$ cat src/hdl/adc_seq_pkg.sv
/*
 * Constants shared by the converter sequencer: control word fields, frame
 * edge counts, bus offsets and reset values.
 * Assumes a 12-bit serial control word sent MSB first, 16-bit result frames.
 */
package adc_seq_pkg;
    localparam int FRAME_BITS = 16;
    localparam int WORD_BITS = 12;
    localparam int CTRL_BITS = 11;
    localparam int DATA_BITS = 12;
    localparam int FIFO_DEPTH = 32;
    // Control word fields (bit 11 is the load enable and is never stored).
    localparam int WRITE_POS = 11;
    localparam int SEQ_HI_POS = 10;
    localparam int CH_HI_POS = 7;
    localparam int CH_LO_POS = 6;
    localparam int PM_HI_POS = 5;
    localparam int PM_LO_POS = 4;
    localparam int SEQ_LO_POS = 3;
    localparam int RANGE_POS = 1;
    localparam int CODING_POS = 0;
    localparam logic [CTRL_BITS-1:0] CTRL_RESET = 11'h033;
    // Falling serial clock edges within a frame.
    localparam logic [4:0] EDGE_SAR_START = 5'h01;
    localparam logic [4:0] EDGE_DONE = 5'h0d;
    localparam logic [4:0] EDGE_MUX = 5'h0e;
    localparam logic [4:0] EDGE_LAST = 5'h0f;
    // Resolution select codes.
    localparam logic [1:0] RES_8 = 2'h0;
    localparam logic [1:0] RES_10 = 2'h1;
    localparam logic [1:0] RES_12 = 2'h2;
    localparam logic [1:0] CFG_RESET = RES_12;
    // Wishbone byte offsets.
    localparam logic [3:0] OFS_CTRL = 4'h0;
    localparam logic [3:0] OFS_CFG = 4'h4;
    localparam logic [3:0] OFS_RESULT = 4'h8;
    localparam logic [3:0] OFS_STATUS = 4'hc;
    typedef enum logic {LINK_IDLE, LINK_FRAME} link_e;
endpackage

$ cat src/hdl/adc_channel_sequencer.sv
/*
 * Result FIFO and the sequencer/control top of a four-channel SAR converter.
 * Assumes a host serial master on cs_n/sclk/din/dout, an analog front end
 * driven by channel, hold, range and trial-code outputs that answers on
 * comparator_i, and a classic Wishbone master on clk_i.
 */
`timescale 1ns/100ps

module result_fifo #(
    parameter int WIDTH = 16,
    parameter int DEPTH = 32
) (
    input wire logic clk_i,
    input wire logic rst_i,
    input wire logic [WIDTH-1:0] in_data_i,
    input wire logic in_valid_i,
    output logic in_ready_o,
    output logic [WIDTH-1:0] out_data_o,
    output logic out_valid_o,
    input wire logic out_ready_i,
    output logic [$clog2(DEPTH):0] count_o
);
    localparam int AW = $clog2(DEPTH);
    logic [WIDTH-1:0] mem_q [DEPTH];
    logic [AW-1:0] wr_q;
    logic [AW-1:0] rd_q;
    logic [AW:0] cnt_q;
    logic push;
    logic pop;

    assign in_ready_o = (cnt_q != (AW+1)'(DEPTH));
    assign out_valid_o = (cnt_q != '0);
    assign push = in_valid_i && in_ready_o;
    assign pop = out_valid_o && out_ready_i;
    assign out_data_o = mem_q[rd_q];
    assign count_o = cnt_q;

    always_ff @(posedge clk_i) begin
        if (push) begin
            mem_q[wr_q] <= in_data_i;
        end
    end

    always_ff @(posedge clk_i) begin
        if (rst_i) begin
            wr_q <= '0;
            rd_q <= '0;
            cnt_q <= '0;
        end else begin
            if (push) begin
                wr_q <= wr_q + AW'(1);
            end
            if (pop) begin
                rd_q <= rd_q + AW'(1);
            end
            cnt_q <= cnt_q + (AW+1)'(push) - (AW+1)'(pop);
        end
    end
endmodule

module adc_channel_sequencer (
    input wire logic clk_i,
    input wire logic rst_i,
    input wire logic cs_n_i,
    input wire logic sclk_i,
    input wire logic din_i,
    output logic dout_o,
    output logic dout_oe_o,
    input wire logic comparator_i,
    output logic [1:0] channel_o,
    output logic hold_o,
    output logic range_o,
    output logic [1:0] power_mode_o,
    output logic [adc_seq_pkg::DATA_BITS-1:0] trial_code_o,
    input wire logic wb_cyc_i,
    input wire logic wb_stb_i,
    input wire logic wb_we_i,
    input wire logic [3:0] wb_adr_i,
    input wire logic [3:0] wb_sel_i,
    input wire logic [31:0] wb_dat_i,
    output logic [31:0] wb_dat_o,
    output logic wb_ack_o
);
    import adc_seq_pkg::*;

    // ****************************************
    // Pin synchronisers and edge detection
    // ****************************************
    logic [1:0] cs_s_q;
    logic [1:0] sclk_s_q;
    logic [1:0] din_s_q;
    logic [1:0] comp_s_q;
    logic cs_last_q;
    logic sclk_last_q;
    logic cs_fall;
    logic cs_rise;
    logic sclk_fall;

    always_ff @(posedge clk_i) begin
        if (rst_i) begin
            cs_s_q <= 2'h3;
            sclk_s_q <= 2'h3;
            din_s_q <= 2'h0;
            comp_s_q <= 2'h0;
            cs_last_q <= 1'b1;
            sclk_last_q <= 1'b1;
        end else begin
            cs_s_q <= {cs_s_q[0], cs_n_i};
            sclk_s_q <= {sclk_s_q[0], sclk_i};
            din_s_q <= {din_s_q[0], din_i};
            comp_s_q <= {comp_s_q[0], comparator_i};
            cs_last_q <= cs_s_q[1];
            sclk_last_q <= sclk_s_q[1];
        end
    end

    assign cs_fall = cs_last_q && !cs_s_q[1];
    assign cs_rise = !cs_last_q && cs_s_q[1];
    assign sclk_fall = sclk_last_q && !sclk_s_q[1] && !cs_s_q[1];

    // ****************************************
    // Frame tracking
    // ****************************************
    link_e link_q;
    logic [4:0] edge_q;
    logic [WORD_BITS-1:0] din_word_q;
    logic edge_mux;
    logic edge_done;

    assign edge_mux = sclk_fall && (edge_q == EDGE_MUX - 5'h01);
    assign edge_done = sclk_fall && (edge_q == EDGE_DONE - 5'h01);

    always_ff @(posedge clk_i) begin
        if (rst_i || cs_rise) begin
            link_q <= LINK_IDLE;
            edge_q <= '0;
        end else if (cs_fall) begin
            link_q <= LINK_FRAME;
            edge_q <= '0;
        end else if (sclk_fall && link_q == LINK_FRAME && edge_q != 5'h1f) begin
            edge_q <= edge_q + 5'h01;
        end
    end

    // Control bits are clocked in on the first twelve falling edges.
    always_ff @(posedge clk_i) begin
        if (rst_i) begin
            din_word_q <= '0;
        end else if (sclk_fall && edge_q < 5'(WORD_BITS)) begin
            din_word_q <= {din_word_q[WORD_BITS-2:0], din_s_q[1]};
        end
    end

    // ****************************************
    // Control register and sequencer
    // ****************************************
    logic [CTRL_BITS-1:0] ctrl_q;
    logic seq_active_q;
    logic [1:0] final_ch_q;
    logic [1:0] channel_q;
    logic [1:0] conv_ch_q;
    logic conv_coding_q;
    logic wr_en;
    logic [1:0] seq_mode;
    logic [1:0] wr_ch;
    logic [1:0] seq_next;

    assign wr_en = din_word_q[WRITE_POS];
    assign seq_mode = {din_word_q[SEQ_HI_POS], din_word_q[SEQ_LO_POS]};
    assign wr_ch = {din_word_q[CH_HI_POS], din_word_q[CH_LO_POS]};
    assign seq_next = (conv_ch_q == final_ch_q) ? 2'h0 : conv_ch_q + 2'h1;

    always_ff @(posedge clk_i) begin
        if (rst_i) begin
            ctrl_q <= CTRL_RESET;
        end else if (edge_mux && wr_en) begin
            ctrl_q <= din_word_q[CTRL_BITS-1:0];
        end
    end

    always_ff @(posedge clk_i) begin
        if (rst_i) begin
            seq_active_q <= 1'b0;
            final_ch_q <= '0;
            channel_q <= '0;
        end else if (edge_mux) begin
            if (wr_en && seq_mode == 2'h3) begin
                seq_active_q <= 1'b1;
                final_ch_q <= wr_ch;
                channel_q <= 2'h0;
            end else if (wr_en && seq_mode == 2'h2 && seq_active_q) begin
                channel_q <= seq_next;
            end else if (wr_en) begin
                seq_active_q <= 1'b0;
                channel_q <= wr_ch;
            end else if (seq_active_q) begin
                channel_q <= seq_next;
            end else begin
                channel_q <= {ctrl_q[CH_HI_POS], ctrl_q[CH_LO_POS]};
            end
        end
    end

    // The channel and coding in force are frozen when the sample is taken.
    always_ff @(posedge clk_i) begin
        if (rst_i) begin
            conv_ch_q <= '0;
            conv_coding_q <= CTRL_RESET[CODING_POS];
        end else if (cs_fall) begin
            conv_ch_q <= channel_q;
            conv_coding_q <= ctrl_q[CODING_POS];
        end
    end

    assign channel_o = channel_q;
    assign range_o = ctrl_q[RANGE_POS];
    assign power_mode_o = {ctrl_q[PM_HI_POS], ctrl_q[PM_LO_POS]};

    // ****************************************
    // Successive approximation engine
    // ****************************************
    logic [1:0] res_q;
    logic [DATA_BITS-1:0] res_mask;
    logic [DATA_BITS-1:0] dac_q;
    logic [DATA_BITS-1:0] dac_d;
    logic [DATA_BITS-1:0] coded;
    logic [FRAME_BITS-1:0] frame_word;
    logic hold_q;

    // Coarser variants only try the top bits, so one code step is wider.
    always_comb begin
        unique case (res_q)
            RES_8: res_mask = 12'hff0;
            RES_10: res_mask = 12'hffc;
            default: res_mask = 12'hfff;
        endcase
    end

    // Trial for bit 12-n is set on fall n; it is resolved on fall n+1.
    always_comb begin
        int rb;
        int tb;
        rb = 13 - int'(edge_q + 5'h01);
        tb = rb - 1;
        dac_d = dac_q;
        if (edge_q + 5'h01 == EDGE_SAR_START) begin
            dac_d = 12'h800;
        end else if (edge_q + 5'h01 <= EDGE_DONE) begin
            if (!comp_s_q[1]) begin
                dac_d[rb[3:0]] = 1'b0;
            end
            if (tb >= 0) begin
                dac_d[tb[3:0]] = res_mask[tb[3:0]];
            end
        end
        dac_d = dac_d & res_mask;
    end

    always_ff @(posedge clk_i) begin
        if (rst_i) begin
            dac_q <= '0;
        end else if (sclk_fall && edge_q < EDGE_DONE) begin
            dac_q <= dac_d;
        end
    end

    always_ff @(posedge clk_i) begin
        if (rst_i || edge_done || cs_rise) begin
            hold_q <= 1'b0;
        end else if (cs_fall) begin
            hold_q <= 1'b1;
        end
    end

    assign trial_code_o = dac_q;
    assign hold_o = hold_q;
    assign coded = {dac_q[DATA_BITS-1] ^ !conv_coding_q, dac_q[DATA_BITS-2:0]};
    assign frame_word = {2'h0, conv_ch_q, coded};

    // ****************************************
    // Serial data out
    // ****************************************
    logic dout_q;
    logic oe_q;

    always_ff @(posedge clk_i) begin
        if (rst_i || cs_rise) begin
            dout_q <= 1'b0;
            oe_q <= 1'b0;
        end else if (cs_fall) begin
            dout_q <= 1'b0;
            oe_q <= 1'b1;
        end else if (sclk_fall && edge_q < EDGE_LAST) begin
            dout_q <= frame_word[4'(EDGE_LAST - 5'h01 - edge_q)];
        end
    end

    assign dout_o = dout_q;
    assign dout_oe_o = oe_q;

    // ****************************************
    // Result capture into the FIFO
    // ****************************************
    logic [FRAME_BITS-1:0] pend_q;
    logic pend_valid_q;
    logic overflow_q;
    logic in_ready;
    logic [FRAME_BITS-1:0] fifo_data;
    logic fifo_valid;
    logic fifo_pop;
    logic [5:0] fifo_count;
    logic ovf_clear;
    logic [DATA_BITS-1:0] final_code;

    assign final_code = dac_d;

    // A full FIFO stalls the pending word; a later result then counts as lost.
    always_ff @(posedge clk_i) begin
        if (rst_i) begin
            pend_valid_q <= 1'b0;
            pend_q <= '0;
        end else if (edge_done && !(pend_valid_q && !in_ready)) begin
            pend_valid_q <= 1'b1;
            pend_q <= {2'h0, conv_ch_q, final_code[DATA_BITS-1] ^ !conv_coding_q,
                       final_code[DATA_BITS-2:0]};
        end else if (in_ready) begin
            pend_valid_q <= 1'b0;
        end
    end

    always_ff @(posedge clk_i) begin
        if (rst_i) begin
            overflow_q <= 1'b0;
        end else if (edge_done && pend_valid_q && !in_ready) begin
            overflow_q <= 1'b1;
        end else if (ovf_clear) begin
            overflow_q <= 1'b0;
        end
    end

    result_fifo #(
        .WIDTH(FRAME_BITS),
        .DEPTH(FIFO_DEPTH)
    ) u_fifo (
        .clk_i(clk_i),
        .rst_i(rst_i),
        .in_data_i(pend_q),
        .in_valid_i(pend_valid_q),
        .in_ready_o(in_ready),
        .out_data_o(fifo_data),
        .out_valid_o(fifo_valid),
        .out_ready_i(fifo_pop),
        .count_o(fifo_count)
    );

    // ****************************************
    // Wishbone slave
    // ****************************************
    logic ack_q;
    logic [31:0] rdata_q;
    logic wb_req;

    assign wb_req = wb_cyc_i && wb_stb_i && !ack_q;
    assign fifo_pop = wb_req && !wb_we_i && wb_adr_i == OFS_RESULT;
    assign ovf_clear = wb_req && wb_we_i && wb_sel_i[0] && wb_adr_i == OFS_STATUS
                       && wb_dat_i[0];

    always_ff @(posedge clk_i) begin
        if (rst_i) begin
            res_q <= CFG_RESET;
        end else if (wb_req && wb_we_i && wb_sel_i[0] && wb_adr_i == OFS_CFG) begin
            res_q <= (wb_dat_i[1:0] > RES_12) ? RES_12 : wb_dat_i[1:0];
        end
    end

    always_ff @(posedge clk_i) begin
        if (rst_i) begin
            ack_q <= 1'b0;
            rdata_q <= '0;
        end else begin
            ack_q <= wb_req;
            rdata_q <= '0;
            if (wb_req && !wb_we_i) begin
                unique case (wb_adr_i)
                    OFS_CTRL: rdata_q <= {13'h0, seq_active_q, final_ch_q, channel_q,
                                          3'h0, ctrl_q};
                    OFS_CFG: rdata_q <= {30'h0, res_q};
                    OFS_RESULT: rdata_q <= {15'h0, fifo_valid, fifo_data};
                    OFS_STATUS: rdata_q <= {18'h0, fifo_count, 6'h0, !fifo_valid,
                                            overflow_q};
                    default: rdata_q <= '0;
                endcase
            end
        end
    end

    assign wb_ack_o = ack_q;
    assign wb_dat_o = rdata_q;

    // ****************************************
    // Assertions
    // ****************************************
    a_seq_wrap: assert property (@(posedge clk_i) disable iff (rst_i)
        edge_mux && !wr_en && seq_active_q && conv_ch_q == final_ch_q
        |=> channel_q == 2'h0)
        else $error("sequence did not wrap to channel zero");
    a_load_gate: assert property (@(posedge clk_i) disable iff (rst_i)
        edge_mux && !wr_en |=> $stable(ctrl_q))
        else $error("control register changed without load enable");
    a_mux_edge: assert property (@(posedge clk_i) disable iff (rst_i)
        $changed(channel_q) |-> $past(edge_mux))
        else $error("channel changed off the fourteenth edge");
    a_manual_sel: assert property (@(posedge clk_i) disable iff (rst_i)
        edge_mux && wr_en && !seq_mode[1]
        |=> channel_q == $past(wr_ch) && !seq_active_q)
        else $error("manual channel select failed");
    a_seq_start: assert property (@(posedge clk_i) disable iff (rst_i)
        edge_mux && wr_en && seq_mode == 2'h3
        |=> seq_active_q && channel_q == 2'h0 ##0 final_ch_q == $past(wr_ch))
        else $error("sequence did not start at channel zero");
    a_seq_keep: assert property (@(posedge clk_i) disable iff (rst_i)
        edge_mux && wr_en && seq_mode == 2'h2 && seq_active_q
        |=> seq_active_q && $stable(final_ch_q))
        else $error("mode 10 interrupted the sequence");
    a_seq_exit: assert property (@(posedge clk_i) disable iff (rst_i)
        edge_mux && wr_en && seq_mode == 2'h0 |=> !seq_active_q)
        else $error("sequence not left on mode 00");
    a_cs_advance: assert property (@(posedge clk_i) disable iff (rst_i)
        cs_fall |=> conv_ch_q == $past(channel_q))
        else $error("converted channel not taken at frame start");
    a_coding_msb: assert property (@(posedge clk_i) disable iff (rst_i)
        edge_done && !(pend_valid_q && !in_ready)
        |=> pend_q[DATA_BITS-1] == ($past(final_code[DATA_BITS-1]) ^ !$past(conv_coding_q)))
        else $error("output coding wrong");
    a_range_pin: assert property (@(posedge clk_i) disable iff (rst_i)
        edge_mux && wr_en |=> range_o == $past(din_word_q[RANGE_POS]))
        else $error("range bit not applied");
    a_res_mask: assert property (@(posedge clk_i) disable iff (rst_i)
        sclk_fall && edge_q < EDGE_DONE && res_q == RES_8 |=> trial_code_o[3:0] == 4'h0)
        else $error("8-bit variant tried low bits");
endmodule

$ cat config.mk
export PLATFORM = sky130hd
export DESIGN_NAME = adc_channel_sequencer
export DESIGN_NICKNAME = d
export VERILOG_FILES = /design/src/hdl/adc_seq_pkg.sv /design/src/hdl/adc_channel_sequencer.sv
export SDC_FILE = /design/constraint.sdc
export NUM_CORES = 1
export LEC_CHECK = 0
export BUFFER_PORTS_ARGS = -buffer_cell sky130_fd_sc_hd__buf_2
export CORE_AREA = 2 2 196 198
export CTS_CLUSTER_SIZE = 10
export DETAILED_ROUTE_END_ITERATION = 16
export DIE_AREA = 0 0 198 200
export PLACE_DENSITY = 0.8
export SLEW_MARGIN = 20
export SYNTH_ARGS = -nofsm -noshare
export SYNTH_HDL_FRONTEND = slang
export SYNTH_SLANG_ARGS = --single-unit
$ cat constraint.sdc
create_clock -name clk_i -period 5.8 [get_ports clk_i]
set_input_delay 1.16 -clock clk_i [delete_from_list [all_inputs] [get_ports clk_i]]
set_output_delay 1.16 -clock clk_i [all_outputs]
set_load 0.01 [all_outputs]
==> impl_metrics.tcl <==
set metrics [dict create \
    htreeDepth 3 \
    rows 71 \
    finalInstanceArea_sq_um 25860 \
    num_vias 13265 \
    drive_above_1_share_pct 22.78 \
    worstPathMaxFanout 10 \
    placed_area_sq_um 23890 \
    cp_num_buf_inv 2 \
    rr_worst_depth 7 \
    drtIter0Drc 1635 \
    antenna_found_initial 1 \
    layout_common_cells "edfxtp_1 (448), mux4_2 (126), dfxtp_1 (106)" \
    clkLatencyLatePin_ns 0.58 \
    drc 0 \
    rsz0062_at_grt "no" \
    gp_congestion 0.9293 \
    internal_power_mw 6.642 \
    endpoint_kind "flip-flop" \
    fin_tns_setup_ns 0 \
    setup_violations 0 \
    dp_cells 1926 \
    synth_edf_count 448 \
    hold_ws_ns 0.4245 \
    area_growth_syn_to_layout_pct 12.20 \
    ys.flop_type "edfxtp_1" \
    synth_cells 1399 \
    synth_top_family_by_area "multiplexers" \
    cts_buffers 67 \
    die-area_sq_um 39600 \
    status "finished, final reports clean" \
    startpoint_type "flip-flop" \
    power.switching_mw 1.603 \
    worstMarginPinSlew_ns 1.081 \
    synth_area_sq_um 23050 \
    cp_num_cells 7 \
    drv_cap 0 \
    async_reset_ff_share_pct 0 \
    vias_per_cell 6.522 \
    power.static_leakage_nw 8.678 \
    fin_nets 1559 \
    antenna_left 0 \
    p_seq_share_pct 52.8 \
    crit_family "simple AND/OR/NAND/NOR gates" \
    finalWorstSetupSlack_ns 2.216 \
    track_usage_pct 28.28 \
    layout_commonest_cell "edfxtp_1" \
    max_slew_margin_pct 27.77 \
    holdBufCountCts 0 \
    start_util_pct 61.64 \
    combPwrFrac_pct 1.1 \
    critPathKind "flip-flop to flip-flop" \
    synthAdderAreaFrac_pct 1.444 \
    first_pass_iters 7 \
    min_path_cells 1 \
    peakVddDrop_v 0.0002711 \
    grt_pass1_wl_mm 81.56 \
    ys_seq_elements 568 \
    pre_cts_slack_ns 1.671 \
    core_area_sq_um 37400 \
    hold_class "flip-flop to flip-flop" \
    crit_arrival_ns 3.84 \
    swShare_pct 19.44 \
    grt_max_degree 83 \
    synthSimpleGateAreaFrac_pct 7.208 \
    routed_wl_mm 54.36 \
    yosysSeqAreaShare_pct 68.78 \
    dp_hpwl_mm 31.65 \
    fin_skew_ns 0.02650 \
    cts.sinks 568 \
    crit_slowest_cell "a21boi_1" \
    cts_tree "built" \
    clock_power_share_pct 46.1 \
    slowest_delay_ns 0.86 \
    synth_xor_area_share_pct 0.7218 \
    power_density_nw_per_um2 318.8 \
    clk_path_buf_depth 3 \
    min_period_ns 3.584 \
    syn_area_per_cell_sq_um 16.48 \
    io_buffers 55 \
    cp.required_ns 6.06 \
    die-width_um 198 \
    pin_count 102 \
    fill_cells 2282 \
    synthMuxAreaShare_pct 14.47 \
    die_y_um 200 \
    cts_resized 0 \
    synth_cell_type_count 74 \
    cts_setup_buffers 0 \
    root_buffer "clkbuf_16" \
    hold_violations 0 \
    synth-compound-area-share_pct 4.874 \
    fin_crit_sh_pct 61.79 \
    post_drt_wl_per_cell_um 26.73 \
    overflow 0 \
    yosysWarnings 0 \
    diodes 0 \
    fin_cells 2034 \
    grt_pass1_vias 13241 \
    finalMaxSlewViolations 0 \
    cp_cell_sequence "inv_1, ha_1, nor3b_1, a21boi_1, nand2_1, nor2_1, buf_4" \
    fmax_mhz 279.0 \
    clk_pin_slew_ns 0.05 \
]
==> flip-flops by register name, summed over array words and instances (netlist names), 2 cells and up, named ones only <==
signal,flops
u_fifo.mem_q,448
wb_dat_o,19
pend_q,14
din_word_q,12
trial_code_o,12
ctrl_q,11
u_fifo.count_o,6
edge_q,5
u_fifo.rd_q,5
u_fifo.wr_q,5
channel_o,2
comp_s_q,2
conv_ch_q,2
cs_s_q,2
din_s_q,2
final_ch_q,2
res_q,2
sclk_s_q,2
==> worst paths after layout <==
kind              slack (ns)                         start                       endpoint
setup reg to reg        2.22  u_fifo.count_o[2]$_SDFF_PP0_  u_fifo.mem_q[15][4]$_DFFE_PP_
hold reg to reg         0.42        sclk_s_q[0]$_SDFF_PP1_         sclk_s_q[1]$_SDFF_PP1_
setup / recovery        2.22  u_fifo.count_o[2]$_SDFF_PP0_  u_fifo.mem_q[15][4]$_DFFE_PP_
hold / removal          0.42        sclk_s_q[0]$_SDFF_PP1_         sclk_s_q[1]$_SDFF_PP1_
==> final cells by class <==
cell class              count  area [sq um]  share of cell area, %
repair buffers             89         555.5                  2.148
flip-flops and latches    568         15880                  61.39
clock inverters             6         92.59                 0.3580
well taps                 511         639.4                  2.472
inverters                  25         93.84                 0.3628
multi-input cells         733          6734                  26.04
clock buffers             102          1872                  7.237
==> cell usage after synthesis, types with 11 or more instances <==
| master | number | share of area (%) |
|---|---|---|
| nor2b_1 | 26 | 0.71 |
| ha_1 | 25 | 1.4 |
| nor2_1 | 87 | 1.4 |
| edfxtp_1 | 448 | 58 |
| xnor2_1 | 11 | 0.42 |
| mux4_2 | 126 | 12 |
| mux2i_1 | 42 | 1.8 |
| nand2_1 | 92 | 1.5 |
| clkbuf_1 | 32 | 0.52 |
| and2_1 | 12 | 0.33 |
| nand3_1 | 26 | 0.56 |
| nand2b_1 | 13 | 0.35 |
| buf_4 | 21 | 0.68 |
| nor3_1 | 13 | 0.28 |
| dfxtp_1 | 120 | 10 |
| buf_2 | 17 | 0.37 |
| inv_1 | 25 | 0.41 |
| nand3b_1 | 11 | 0.36 |
| a21oi_1 | 51 | 1.1 |
| nand4_1 | 14 | 0.38 |
| o21ai_0 | 19 | 0.41 |
==> power by group through the flow <==
stage / clock network (mW) / registers, mW / logic (mW)
2_1_floorplan: 0 / 4.43 / 0.0745
3_3_place_gp: 0 / 4.44 / 0.0869
3_5_place_dp: 0 / 4.44 / 0.0902
4_1_cts: 3.85 / 4.35 / 0.0908
5_1_grt: 4.01 / 4.35 / 0.103
6_report: 3.80 / 4.35 / 0.0913
==> routing by layer <==
metal / vias up / routed length, um / track usage, %
li1: 5627 / - / -
met1: 6727 / 21130 / 37.95
met2: 797 / 26600 / 46.24
met3: 114 / 5068 / 6.300
met4: 0 / 1558 / 10.30
met5: - / 0 / 0
==> cells by family (layout without fill, tap and decap cells) <==
family / after synthesis / after routing
DFF: 568 / 568
and+or+nand+nor: 335 / 335
AOI/OAI and AO/OA: 165 / 165
adders and majority gates: 26 / 26
other: 1 / 13
xor gates and xnor gates: 19 / 19
muxes: 175 / 175
buffers and inverters: 110 / 222
==> through the flow <==
step                      util (%)  power (mW)
final                        69.16       8.245
after global routing         69.16       8.458
after CTS                    69.12       8.293
after detailed placement     63.87       4.526
after global placement       63.87       4.522
after floorplan                  -       4.508
No activity file was read; power rests on OpenSTA's default activity.
